File: src/design/cfgw_pkg.sv
// Constants shared by the configuration word decoder and its watchdog.
// Assumes a 20 MHz device clock and a 14-bit one-time-programmable word.
package cfgw_pkg;

    // Word geometry and location
    localparam int          CFG_W          = 14;
    localparam logic [13:0] CFG_ADDR       = 14'h2007;
    localparam logic [13:0] CFG_ERASED     = 14'h3fff;

    // Field positions
    localparam int CP_COPY0_LSB = 4;
    localparam int CP_COPY1_LSB = 8;
    localparam int CP_COPY2_LSB = 10;
    localparam int CP_COPY3_LSB = 12;
    localparam int CP_COPIES    = 4;
    localparam int UNIMPL_BIT   = 7;
    localparam int BOREN_BIT    = 6;
    localparam int PWRTEN_BIT   = 3;
    localparam int WDTEN_BIT    = 2;
    localparam int OSC_LSB      = 0;

    // Code protection encodings
    localparam logic [1:0] CP_OFF        = 2'h3;
    localparam logic [1:0] CP_UPPER_HALF = 2'h2;
    localparam logic [1:0] CP_UPPER_3Q   = 2'h1;
    localparam logic [1:0] CP_ALL        = 2'h0;

    // Protected quarters of program memory
    localparam logic [2:0] PQ_NONE = 3'h0;
    localparam logic [2:0] PQ_HALF = 3'h2;
    localparam logic [2:0] PQ_3Q   = 3'h3;
    localparam logic [2:0] PQ_ALL  = 3'h4;

    // Oscillator modes
    localparam logic [1:0] OSC_RC = 2'h3;
    localparam logic [1:0] OSC_HS = 2'h2;
    localparam logic [1:0] OSC_XT = 2'h1;
    localparam logic [1:0] OSC_LP = 2'h0;

    // Power-up delay timer
    localparam int          CLK_HZ      = 20_000_000;
    localparam int          POWERUP_DELAY_TIMER_MS     = 72;
    localparam int          POWERUP_DELAY_TIMER_CYCLES = POWERUP_DELAY_TIMER_MS * (CLK_HZ / 1000);
    localparam int          POWERUP_DELAY_TIMER_CNT_W  = 21;

    // Watchdog: ticks of its own oscillator before a timeout
    localparam int          WDT_CNT_W   = 8;
    localparam logic [7:0]  WDT_TICKS   = 8'hff;

    // Start-up and run states
    typedef enum logic [2:0] {
        ST_CAPTURE, ST_POWERUP_DELAY_TIMER, ST_OST, ST_RUN, ST_SLEEP, ST_PROG
    } cfgw_state_type;

endpackage

File: src/design/cfgw_wdog.sv
// Watchdog counter clocked by ticks of its own RC oscillator.
// Assumes the tick pin is asynchronous to CLK and slower than CLK / 4.
`timescale 1ns/10ps
module cfgw_wdog
    import cfgw_pkg::*;
(
    input  wire logic clk,
    input  wire logic rst,
    input  wire logic enable,
    input  wire logic tick_pin,
    input  wire logic clear,
    output logic      timeout
);

    logic                 sync1_r;   // First synchroniser stage
    logic                 sync2_r;   // Second synchroniser stage
    logic                 sync3_r;   // Edge history
    logic [WDT_CNT_W-1:0] cnt_r;     // Ticks since last clear
    logic                 tick;      // One tick of the RC oscillator

    // Bring the oscillator into the clock domain
    always_ff @(posedge clk or posedge rst) begin
        if (rst) begin
            // All high, so a pin already high gives no false tick
            sync1_r <= 1'b1;
            sync2_r <= 1'b1;
            sync3_r <= 1'b1;
        end else begin
            sync1_r <= tick_pin;
            sync2_r <= sync1_r;
            sync3_r <= sync2_r;
        end
    end

    assign tick = sync2_r & ~sync3_r;

    // Count ticks; only the configuration enable stops it
    always_ff @(posedge clk or posedge rst) begin
        if (rst) begin
            cnt_r   <= '0;
            timeout <= 1'b0;
        end else begin
            timeout <= 1'b0;
            if (!enable || clear) begin
                cnt_r <= '0;
            end else if (tick) begin
                if (cnt_r == WDT_TICKS) begin
                    cnt_r   <= '0;
                    timeout <= 1'b1;
                end else begin
                    cnt_r <= cnt_r + 1'b1;
                end
            end
        end
    end

    // Timeout never fires while disabled
    property p_wdt_off;
        @(posedge clk) disable iff (rst)
        !enable |=> !timeout;
    endproperty
    a_wdt_off: assert property (p_wdt_off)
        else $error("watchdog fired while disabled");

endmodule

File: src/design/cfgw_decode.sv
// Configuration word store, decoder and start-up sequencer.
// Assumes the programming port is driven by on-chip programming logic
// on CLK; the oscillator-stable, reset and watchdog-tick pins are async.
`timescale 1ns/10ps

// Overview of operation
// - Programmed bit reads 0, unprogrammed reads 1
// - Word at 2007h, programming mode only
// - Code protect field decodes four protection levels
// - Bit seven always reads back as 1
// - Bit six enables brown-out reset
// - Bit three low enables power-up timer
// - Brown-out enable forces power-up timer on
// - Bit two enables the watchdog
// - Watchdog on own oscillator, config-only disable
// - Two bits select RC, HS, XT, LP
// - Power-up timer holds reset 72 ms once
// - Start-up timer holds reset until stable in crystal modes
// - Sleep ends on reset, watchdog or interrupt
// - Crystal modes also accept external clock
module cfgw_decode
    import cfgw_pkg::*;
#(
    parameter int POWERUP_DELAY_TIMER_CNT = POWERUP_DELAY_TIMER_CYCLES
)
(
    input  wire logic        CLK,
    input  wire logic        RST,
    input  wire logic        PROG_MODE,
    input  wire logic [13:0] PROG_ADDR,
    input  wire logic [13:0] PROG_WDATA,
    input  wire logic        PROG_WE,
    input  wire logic        PROG_RE,
    output logic      [13:0] PROG_RDATA,
    input  wire logic        OSC_STABLE,
    input  wire logic        WDT_OSC_TICK,
    input  wire logic        WDT_CLEAR,
    input  wire logic        SLEEP_REQ,
    input  wire logic        IRQ_PENDING,
    input  wire logic        EXT_RESET_N,
    output logic [2:0]       PROTECTED_QUARTERS,
    output logic             CP_CONSISTENT,
    output logic             BROWNOUT_RESET_ENABLE,
    output logic             POWERUP_TIMER_ACTIVE,
    output logic             WATCHDOG_ENABLE,
    output logic [1:0]       OSC_MODE_SELECT,
    output logic             EXT_CLOCK_ALLOWED,
    output logic             CORE_RESET_HOLD,
    output logic             SLEEPING,
    output logic             WDT_RESET
);

    // Map a code protect pair to protected quarters
    function automatic logic [2:0] cp_decode(input logic [1:0] f);
        case (f)
            CP_OFF:        cp_decode = PQ_NONE;
            CP_UPPER_HALF: cp_decode = PQ_HALF;
            CP_UPPER_3Q:   cp_decode = PQ_3Q;
            default:       cp_decode = PQ_ALL;
        endcase
    endfunction

    // True for the three crystal oscillator modes
    function automatic logic is_crystal(input logic [1:0] m);
        is_crystal = (m != OSC_RC);
    endfunction

    logic [CFG_W-1:0]      word_r = CFG_ERASED; // Blank at power-up
    logic [CFG_W-1:0]      word_rd;     // Word as seen on read
    logic [1:0]            cp_copy [CP_COPIES];
    logic [CP_COPIES-1:0]  cp_same;     // Copy matches copy 0
    cfgw_state_type        state_r;     // Start-up sequencer state
    cfgw_state_type        state_nxt;
    logic [POWERUP_DELAY_TIMER_CNT_W-1:0] powerup_delay_timer_r;      // Power-up delay count
    logic                  stable_s1_r; // Oscillator stable sync
    logic                  stable_s2_r;
    logic                  xrst_s1_r;   // External reset sync
    logic                  xrst_s2_r;
    logic                  prog_s1_r;   // Programming mode sync
    logic                  prog_s2_r;
    logic                  wdt_to;      // Watchdog timeout pulse
    logic                  wake;        // Any wake-up source

    // Unimplemented bit forced high on every read
    always_comb begin
        word_rd             = word_r;
        word_rd[UNIMPL_BIT] = 1'b1;
    end

    // Gather the four code protect copies
    assign cp_copy[0] = word_rd[CP_COPY0_LSB +: 2];
    assign cp_copy[1] = word_rd[CP_COPY1_LSB +: 2];
    assign cp_copy[2] = word_rd[CP_COPY2_LSB +: 2];
    assign cp_copy[3] = word_rd[CP_COPY3_LSB +: 2];

    // Compare every copy against the first
    genvar gi;
    generate
        for (gi = 0; gi < CP_COPIES; gi++) begin : g_cp
            assign cp_same[gi] = (cp_copy[gi] == cp_copy[0]);
        end
    endgenerate

    // Synchronise pins from outside the clock domain
    always_ff @(posedge CLK or posedge RST) begin
        if (RST) begin
            stable_s1_r <= 1'b0;
            stable_s2_r <= 1'b0;
            xrst_s1_r   <= 1'b1;
            xrst_s2_r   <= 1'b1;
            prog_s1_r   <= 1'b0;
            prog_s2_r   <= 1'b0;
        end else begin
            stable_s1_r <= OSC_STABLE;
            stable_s2_r <= stable_s1_r;
            xrst_s1_r   <= EXT_RESET_N;
            xrst_s2_r   <= xrst_s1_r;
            prog_s1_r   <= PROG_MODE;
            prog_s2_r   <= prog_s1_r;
        end
    end

    // One-time store: programming only turns bits from 1 to 0
    // Written only in programming mode at its own address
    // Not cleared by RST: a burned word must survive every restart
    // so that the next start-up decodes it
    always_ff @(posedge CLK) begin
        if (prog_s2_r && PROG_WE && PROG_ADDR == CFG_ADDR) begin
            word_r <= word_r & PROG_WDATA;
        end
    end

    // Read-back exists only in programming mode
    always_ff @(posedge CLK or posedge RST) begin
        if (RST) begin
            PROG_RDATA <= CFG_ERASED;
        end else if (prog_s2_r && PROG_RE && PROG_ADDR == CFG_ADDR) begin
            PROG_RDATA <= word_rd;
        end else begin
            PROG_RDATA <= CFG_ERASED;
        end
    end

    // Latch decoded fields once, right after reset release
    always_ff @(posedge CLK or posedge RST) begin
        if (RST) begin
            PROTECTED_QUARTERS    <= PQ_ALL;
            CP_CONSISTENT         <= 1'b0;
            BROWNOUT_RESET_ENABLE <= 1'b0;
            POWERUP_TIMER_ACTIVE  <= 1'b1;
            WATCHDOG_ENABLE       <= 1'b0;
            OSC_MODE_SELECT       <= OSC_LP;
            EXT_CLOCK_ALLOWED     <= 1'b0;
        end else if (state_r == ST_CAPTURE) begin
            // Mixed copies fall back to full protection
            PROTECTED_QUARTERS    <= (&cp_same) ? cp_decode(cp_copy[0])
                                                : PQ_ALL;
            CP_CONSISTENT         <= &cp_same;
            // Brown-out enable is active high
            BROWNOUT_RESET_ENABLE <= word_rd[BOREN_BIT];
            // Timer enable is active low, forced by brown-out
            POWERUP_TIMER_ACTIVE  <= ~word_rd[PWRTEN_BIT]
                                     | word_rd[BOREN_BIT];
            // Watchdog enable is active high
            WATCHDOG_ENABLE       <= word_rd[WDTEN_BIT];
            // Oscillator mode taken straight from the word
            OSC_MODE_SELECT       <= word_rd[OSC_LSB +: 2];
            // Crystal modes may take a driven clock instead
            EXT_CLOCK_ALLOWED     <= is_crystal(word_rd[OSC_LSB +: 2]);
        end
    end

    // Watchdog on its own oscillator; no software disable
    cfgw_wdog u_wdog (
        .clk      (CLK),
        .rst      (RST),
        .enable   (WATCHDOG_ENABLE),
        .tick_pin (WDT_OSC_TICK),
        .clear    (WDT_CLEAR),
        .timeout  (wdt_to)
    );

    // Wake on external reset, watchdog or enabled interrupt
    assign wake = ~xrst_s2_r | wdt_to | IRQ_PENDING;

    // Next-state logic of the start-up sequencer
    always_comb begin
        state_nxt = state_r;
        case (state_r)
            ST_CAPTURE: begin
                // Power-up delay only on this first pass
                if (powerup_delay_timer_needed(word_rd)) begin
                    state_nxt = ST_POWERUP_DELAY_TIMER;
                end else begin
                    state_nxt = ST_OST;
                end
            end
            ST_POWERUP_DELAY_TIMER: begin
                if (powerup_delay_timer_r == POWERUP_DELAY_TIMER_CNT_W'(POWERUP_DELAY_TIMER_CNT - 1)) begin
                    state_nxt = ST_OST;
                end
            end
            ST_OST: begin
                // Crystal modes wait for a stable oscillator
                if (!is_crystal(OSC_MODE_SELECT) || stable_s2_r) begin
                    state_nxt = ST_RUN;
                end
            end
            ST_RUN: begin
                if (prog_s2_r) begin
                    state_nxt = ST_PROG;
                end else if (SLEEP_REQ) begin
                    state_nxt = ST_SLEEP;
                end
            end
            ST_SLEEP: begin
                if (wake) begin
                    state_nxt = ST_OST;
                end
            end
            ST_PROG: begin
                if (!prog_s2_r) begin
                    state_nxt = ST_OST;
                end
            end
            default: state_nxt = ST_CAPTURE;
        endcase
    end

    // Timer need from the word itself, valid in the capture cycle
    function automatic logic powerup_delay_timer_needed(input logic [CFG_W-1:0] w);
        powerup_delay_timer_needed = ~w[PWRTEN_BIT]
                      | w[BOREN_BIT];
    endfunction

    // State register
    always_ff @(posedge CLK or posedge RST) begin
        if (RST) begin
            state_r <= ST_CAPTURE;
        end else begin
            state_r <= state_nxt;
        end
    end

    // Power-up delay counter, runs only in its state
    always_ff @(posedge CLK or posedge RST) begin
        if (RST) begin
            powerup_delay_timer_r <= '0;
        end else if (state_r == ST_POWERUP_DELAY_TIMER) begin
            powerup_delay_timer_r <= powerup_delay_timer_r + 1'b1;
        end else begin
            powerup_delay_timer_r <= '0;
        end
    end

    // Core held in reset until running
    assign CORE_RESET_HOLD = (state_r != ST_RUN);
    assign SLEEPING        = (state_r == ST_SLEEP);

    // Watchdog timeout while running resets the core
    always_ff @(posedge CLK or posedge RST) begin
        if (RST) begin
            WDT_RESET <= 1'b0;
        end else begin
            WDT_RESET <= wdt_to && state_r == ST_RUN;
        end
    end

    // Read-back forces the unimplemented bit
    property p_bit7;
        @(posedge CLK) disable iff (RST)
        (prog_s2_r && PROG_RE && PROG_ADDR == CFG_ADDR)
            |=> PROG_RDATA[UNIMPL_BIT];
    endproperty
    a_bit7: assert property (p_bit7)
        else $error("unimplemented bit read as zero");

    // Outside programming mode the word is not visible
    property p_noread;
        @(posedge CLK) disable iff (RST)
        !prog_s2_r |=> PROG_RDATA == CFG_ERASED;
    endproperty
    a_noread: assert property (p_noread)
        else $error("word read outside programming mode");

    // Programmed bits never return to one
    property p_otp;
        @(posedge CLK) disable iff (RST)
        1'b1 |=> (word_r & ~$past(word_r)) == '0;
    endproperty
    a_otp: assert property (p_otp)
        else $error("programmed bit was erased");

    // Brown-out enable forces the power-up timer
    property p_bor_powerup_delay_timer;
        @(posedge CLK) disable iff (RST)
        BROWNOUT_RESET_ENABLE |-> POWERUP_TIMER_ACTIVE;
    endproperty
    a_bor_powerup_delay_timer: assert property (p_bor_powerup_delay_timer)
        else $error("power-up timer off with brown-out on");

    // Decoded fields never change after capture
    property p_hold;
        @(posedge CLK) disable iff (RST)
        state_r != ST_CAPTURE |=> $stable(OSC_MODE_SELECT)
            && $stable(WATCHDOG_ENABLE) && $stable(PROTECTED_QUARTERS);
    endproperty
    a_hold: assert property (p_hold)
        else $error("decoded field changed after capture");

    // Mixed protection copies give full protection
    property p_cp_mix;
        @(posedge CLK) disable iff (RST)
        !CP_CONSISTENT && state_r != ST_CAPTURE
            |-> PROTECTED_QUARTERS == PQ_ALL;
    endproperty
    a_cp_mix: assert property (p_cp_mix)
        else $error("mixed protection copies not fully protected");

    // Power-up delay lasts at least eight cycles before start-up
    property p_powerup_delay_timer_len;
        @(posedge CLK) disable iff (RST)
        $rose(state_r == ST_POWERUP_DELAY_TIMER) |-> (state_r == ST_POWERUP_DELAY_TIMER)[*8];
    endproperty
    a_powerup_delay_timer_len: assert property (p_powerup_delay_timer_len)
        else $error("power-up delay ended early");

    // No run before a crystal oscillator is stable
    property p_ost;
        @(posedge CLK) disable iff (RST)
        state_r == ST_OST && is_crystal(OSC_MODE_SELECT) && !stable_s2_r
            |=> CORE_RESET_HOLD;
    endproperty
    a_ost: assert property (p_ost)
        else $error("core released before oscillator stable");

    // Sleep ends one cycle after a wake source
    property p_wake;
        @(posedge CLK) disable iff (RST)
        SLEEPING && wake |=> !SLEEPING;
    endproperty
    a_wake: assert property (p_wake)
        else $error("sleep not left on wake-up");

    // Crystal modes accept a driven clock
    property p_extclk;
        @(posedge CLK) disable iff (RST)
        state_r != ST_CAPTURE
            |-> EXT_CLOCK_ALLOWED == (OSC_MODE_SELECT != OSC_RC);
    endproperty
    a_extclk: assert property (p_extclk)
        else $error("external clock permission wrong");

endmodule

File: config.mk
export PLATFORM = sky130hd
export DESIGN_NAME = cfgw_decode
export DESIGN_NICKNAME = d
export VERILOG_FILES = /design/src/design/cfgw_pkg.sv /design/src/design/cfgw_wdog.sv /design/src/design/cfgw_decode.sv
export SDC_FILE = /design/constraint.sdc
export NUM_CORES = 1
export LEC_CHECK = 0
export ABC_CLOCK_PERIOD_IN_PS = 4300
export BUFFER_PORTS_ARGS = -buffer_cell sky130_fd_sc_hd__buf_4
export CAP_MARGIN = 5
export CELL_PAD_IN_SITES_DETAIL_PLACEMENT = 0
export CELL_PAD_IN_SITES_GLOBAL_PLACEMENT = 1
export CORE_MARGIN = 2
export CORE_UTILIZATION = 48
export CTS_BUF_LIST = sky130_fd_sc_hd__clkbuf_4 sky130_fd_sc_hd__clkbuf_8
export CTS_CLUSTER_SIZE = 20
export DETAILED_ROUTE_END_ITERATION = 8
export GPL_TIMING_DRIVEN = 0
export PLACE_DENSITY_LB_ADDON = 0.12
export SLEW_MARGIN = 0
export SYNTH_ARGS = -nofsm -noshare
export SYNTH_HDL_FRONTEND = slang
export SYNTH_HIERARCHICAL = 1
export SYNTH_SLANG_ARGS = --single-unit
File: constraint.sdc
create_clock -name CLK -period 4.3 [get_ports CLK]
set_input_delay 0.43 -clock CLK [delete_from_list [all_inputs] [get_ports CLK]]
set_output_delay 0.43 -clock CLK [all_outputs]
set_load 0.02 [all_outputs]
==> results.md <==
- CTS tree: built
- Number of synthesized flops with an enable pin: 13
- Initial antenna violation count: 0
- CP Launch Type: input port
- Clk root buf: clkbuf_8
- Drt pass-1 iters: 4
- Post-synthesis mux area share: 0%
- Core region area: 6830 um2
- Worst-path clk slew: 0.08 ns
- Gr ovfl total: 0
- Crit Reg-Reg Endpoint: powerup_delay_timer_r[20]$_DFF_PP0_
- Detail Route Antenna Nets: 0
- Met2 WL: 3020 um
- Post-CTS setup buffers: 0
- Vias: 2,469
- Starting density of the core: 50.1%
- Layout area overhead: 23.2%
- Fmax: 0.483 GHz
- Crit path max fanout: 13
- Largest net degree at the start of global routing: 32
- Most common cell in the netlist: dfrtp_1
- Crit path capture type: flip-flop
- Worst reg2reg path startpoint: powerup_delay_timer_r[0]$_DFF_PP0_
- Fin Setup TNS: 0 ns
- Synth top cells by count: dfrtp_1 (46), nand2_1 (31), nor2_1 (26), dfstp_2 (20)
- Worst path arrival time: 2.05 ns
- Clk buf depth: 2
- Port bufs: 63
- Slew HR: 58.4%
- WS Path Type: input port to flip-flop
- Vias per std cell: 5.08
- Number of endpoints failing setup at the final stage: 0
- Cts hold-fix bufs: 0
- Post-synth ARST share: 83.5%
- Period Utilization, post-route: 48.1%
- Dpl hpwl: 4780 um
- Reg2reg setup slack: 2.26 ns
- Die Y: 88.5 um
- Slew @ Worst Pin: 0.620 ns
- IO Pins: 66
- Mapped cell area: 3420 um2
- Worst Path Required: 4.28 ns
- Top Layer Used: met4
- Lkg Pwr: 1.81 nW
- Site Rows: 30
- Met3 wire len: 328 um
- Total clock sinks: 79
- Die Area: 7830 um2
- Synth cell types: 55
- Largest family of logic cells by synthesized area: simple AND/OR/NAND/NOR gates
- Predominant post-synthesis flop cell: dfrtp_1
- Avg Cell Area, Syn: 11.0 um2
- Htree depth: 3
- GP Congestion: 0.831
- R2R depth: 5
- Die W: 88.5 um
- Endpoints failing hold: 0
- CTS Buf Count: 9
- Final instance area: 4220 um2
- Initial DRC count: 132
- Post-synth top area share: 33.6%
- Synth Area in Compound Gates: 7.93%
- Syn. warnings: 6
- Post-placement cell area: 4040 um2
- Cells after Synth: 310
- NumNets Final: 428
- RSZ-0062 raised after global routing: no
- Share of cells above drive strength 1: 31.3%
- WL final: 6540 um
- First-pass GRT wire length: 10,900 um
- Vias in the first global route: 2,379
- Type of the worst min-delay path: input port to async pin
- Cell Pwr Density: 400 nW/um2
- Register area share after synthesis: 60.4%
- M1 WL: 3070 um
- DRC violations left: 0
- Top post-synthesis cells by area: dfrtp_1 (34%), dfstp_2 (15%), edfxtp_1 (11%)
- Synth Area in Adders: 1.46%
- Clk_skew: 0.00943 ns
- Tot GR Track Use: 18.3%
- Syn nets: 353
- Status: finished clean
- Later-pin clock latency in the skew report: 0.34 ns
- Post-Synth Simple-Gate Area: 23.8%
- Max-cap viol count: 0
- Yosys reg bits: 79
- Xor/xnor share of the synthesized area: 4.09%
- Slew Limit Fails: 0
- Routed length per instance: 13.5 um
- Largest area contributor in the netlist: dfrtp_1
- Antenna diodes: 0
- Post_cts resized: 0
- Max IR drop VDD: 312 uV
- Crit path time final: 2.07 ns
==> through the flow <==
step | util [%] | hold WS, ns | worst slack, ns | instances | total power, mW
floorplan | - | 0.293 | 2.25 | 310 | 1.08
global placement | 58.8 | 0.332 | 1.79 | 469 | 1.19
detailed placement | 59.1 | 0.341 | 1.81 | 470 | 1.20
CTS | 61.8 | 0.103 | 2.19 | 486 | 1.71
global route | 61.8 | 0.126 | 2.08 | 486 | 1.78
finish | 61.8 | 0.109 | 2.23 | 486 | 1.69
==> logic make-up after synthesis <==
kind of cell	count (synthesis)
AND/OR/NAND/NOR	148
flip-flops	79
AO/OA/AOI/OAI	43
buffers and inverters	19
XOR/XNOR	16
adder cells (fa/ha/maj)	4
other	1
==> power breakdown <==
part / switching (mW) / leakage [nW] / internal [mW]
logic: 0.147 / 0.784 / 0.127
registers: 0.0689 / 0.936 / 0.840
clock network: 0.276 / 0.0947 / 0.229
==> how the worst max path moves through the flow <==
stage               depth (start not counted)    startpoint  slack (ns)                                  to
floorplan                                   3  PROG_ADDR[3]        2.25                 word_r[0]$_DFFE_PP_
global placement                            2           RST        1.79  powerup_delay_timer_r[9]$_DFF_PP0_
detailed placement                          4  PROG_ADDR[3]        1.81                 word_r[2]$_DFFE_PP_
CTS                                         4  PROG_ADDR[3]        2.19                word_r[11]$_DFFE_PP_
global route                                4  PROG_ADDR[3]        2.08                word_r[11]$_DFFE_PP_
finish                                      4  PROG_ADDR[3]        2.23                word_r[11]$_DFFE_PP_
==> cell usage in the layout, fill, tap and decap left out, types with 2 or more instances in the layout <==
cell type	n
or4_1	2
inv_6	2
nor4_1	4
xnor2_1	10
dfstp_2	20
nor2b_1	3
and4_1	2
nand3_1	14
inv_1	8
dfrtp_1	46
nor3_1	6
o21ai_0	11
edfxtp_1	13
a31oi_1	2
clkinv_4	2
nand4_1	5
a21o_1	2
xor2_1	6
a22o_1	2
nor2_1	26
o2bb2ai_1	2
buf_4	64
ha_1	4
a211oi_1	2
a21oi_1	15
or3_1	9
and3_1	4
and2_1	15
clkbuf_1	8
clkbuf_8	10
or2_2	10
nand2_1	31
==> sequential cells by signal, summed over array words and instances (netlist names), 2 cells and up <==
signal,cells
u_wdog/cnt_r,8
state_r,3
word_r,13
PROTECTED_QUARTERS,3
OSC_MODE_SELECT,2
powerup_delay_timer_r,21
PROG_RDATA,13
==> layout make-up <==
cell class	instances	area, um2
fill	605	2610
sequential	79	2070
multi-input combinational	212	1280
timing repair buffer	64	493
clock buffer	10	138
tap	96	120
clock inverter	6	43.8
buffer	10	42.5
inverter	9	33.8
==> layer usage <==
| metal | vias to the layer above | track usage, % |
|---|---|---|
| li1 | 1230 | - |
| met1 | 1187 | 24.1 |
| met2 | 41 | 28.1 |
| met3 | 11 | 5.69 |
| met4 | 0 | 7.85 |
| met5 | - | 0 |
==> critical path, stage by stage <==
cell	delay, ns
buf_4	0.11
or4bb_1	0.50
nor3_1	0.39
and3_1	0.62
Power figures use the tool's default switching activity.
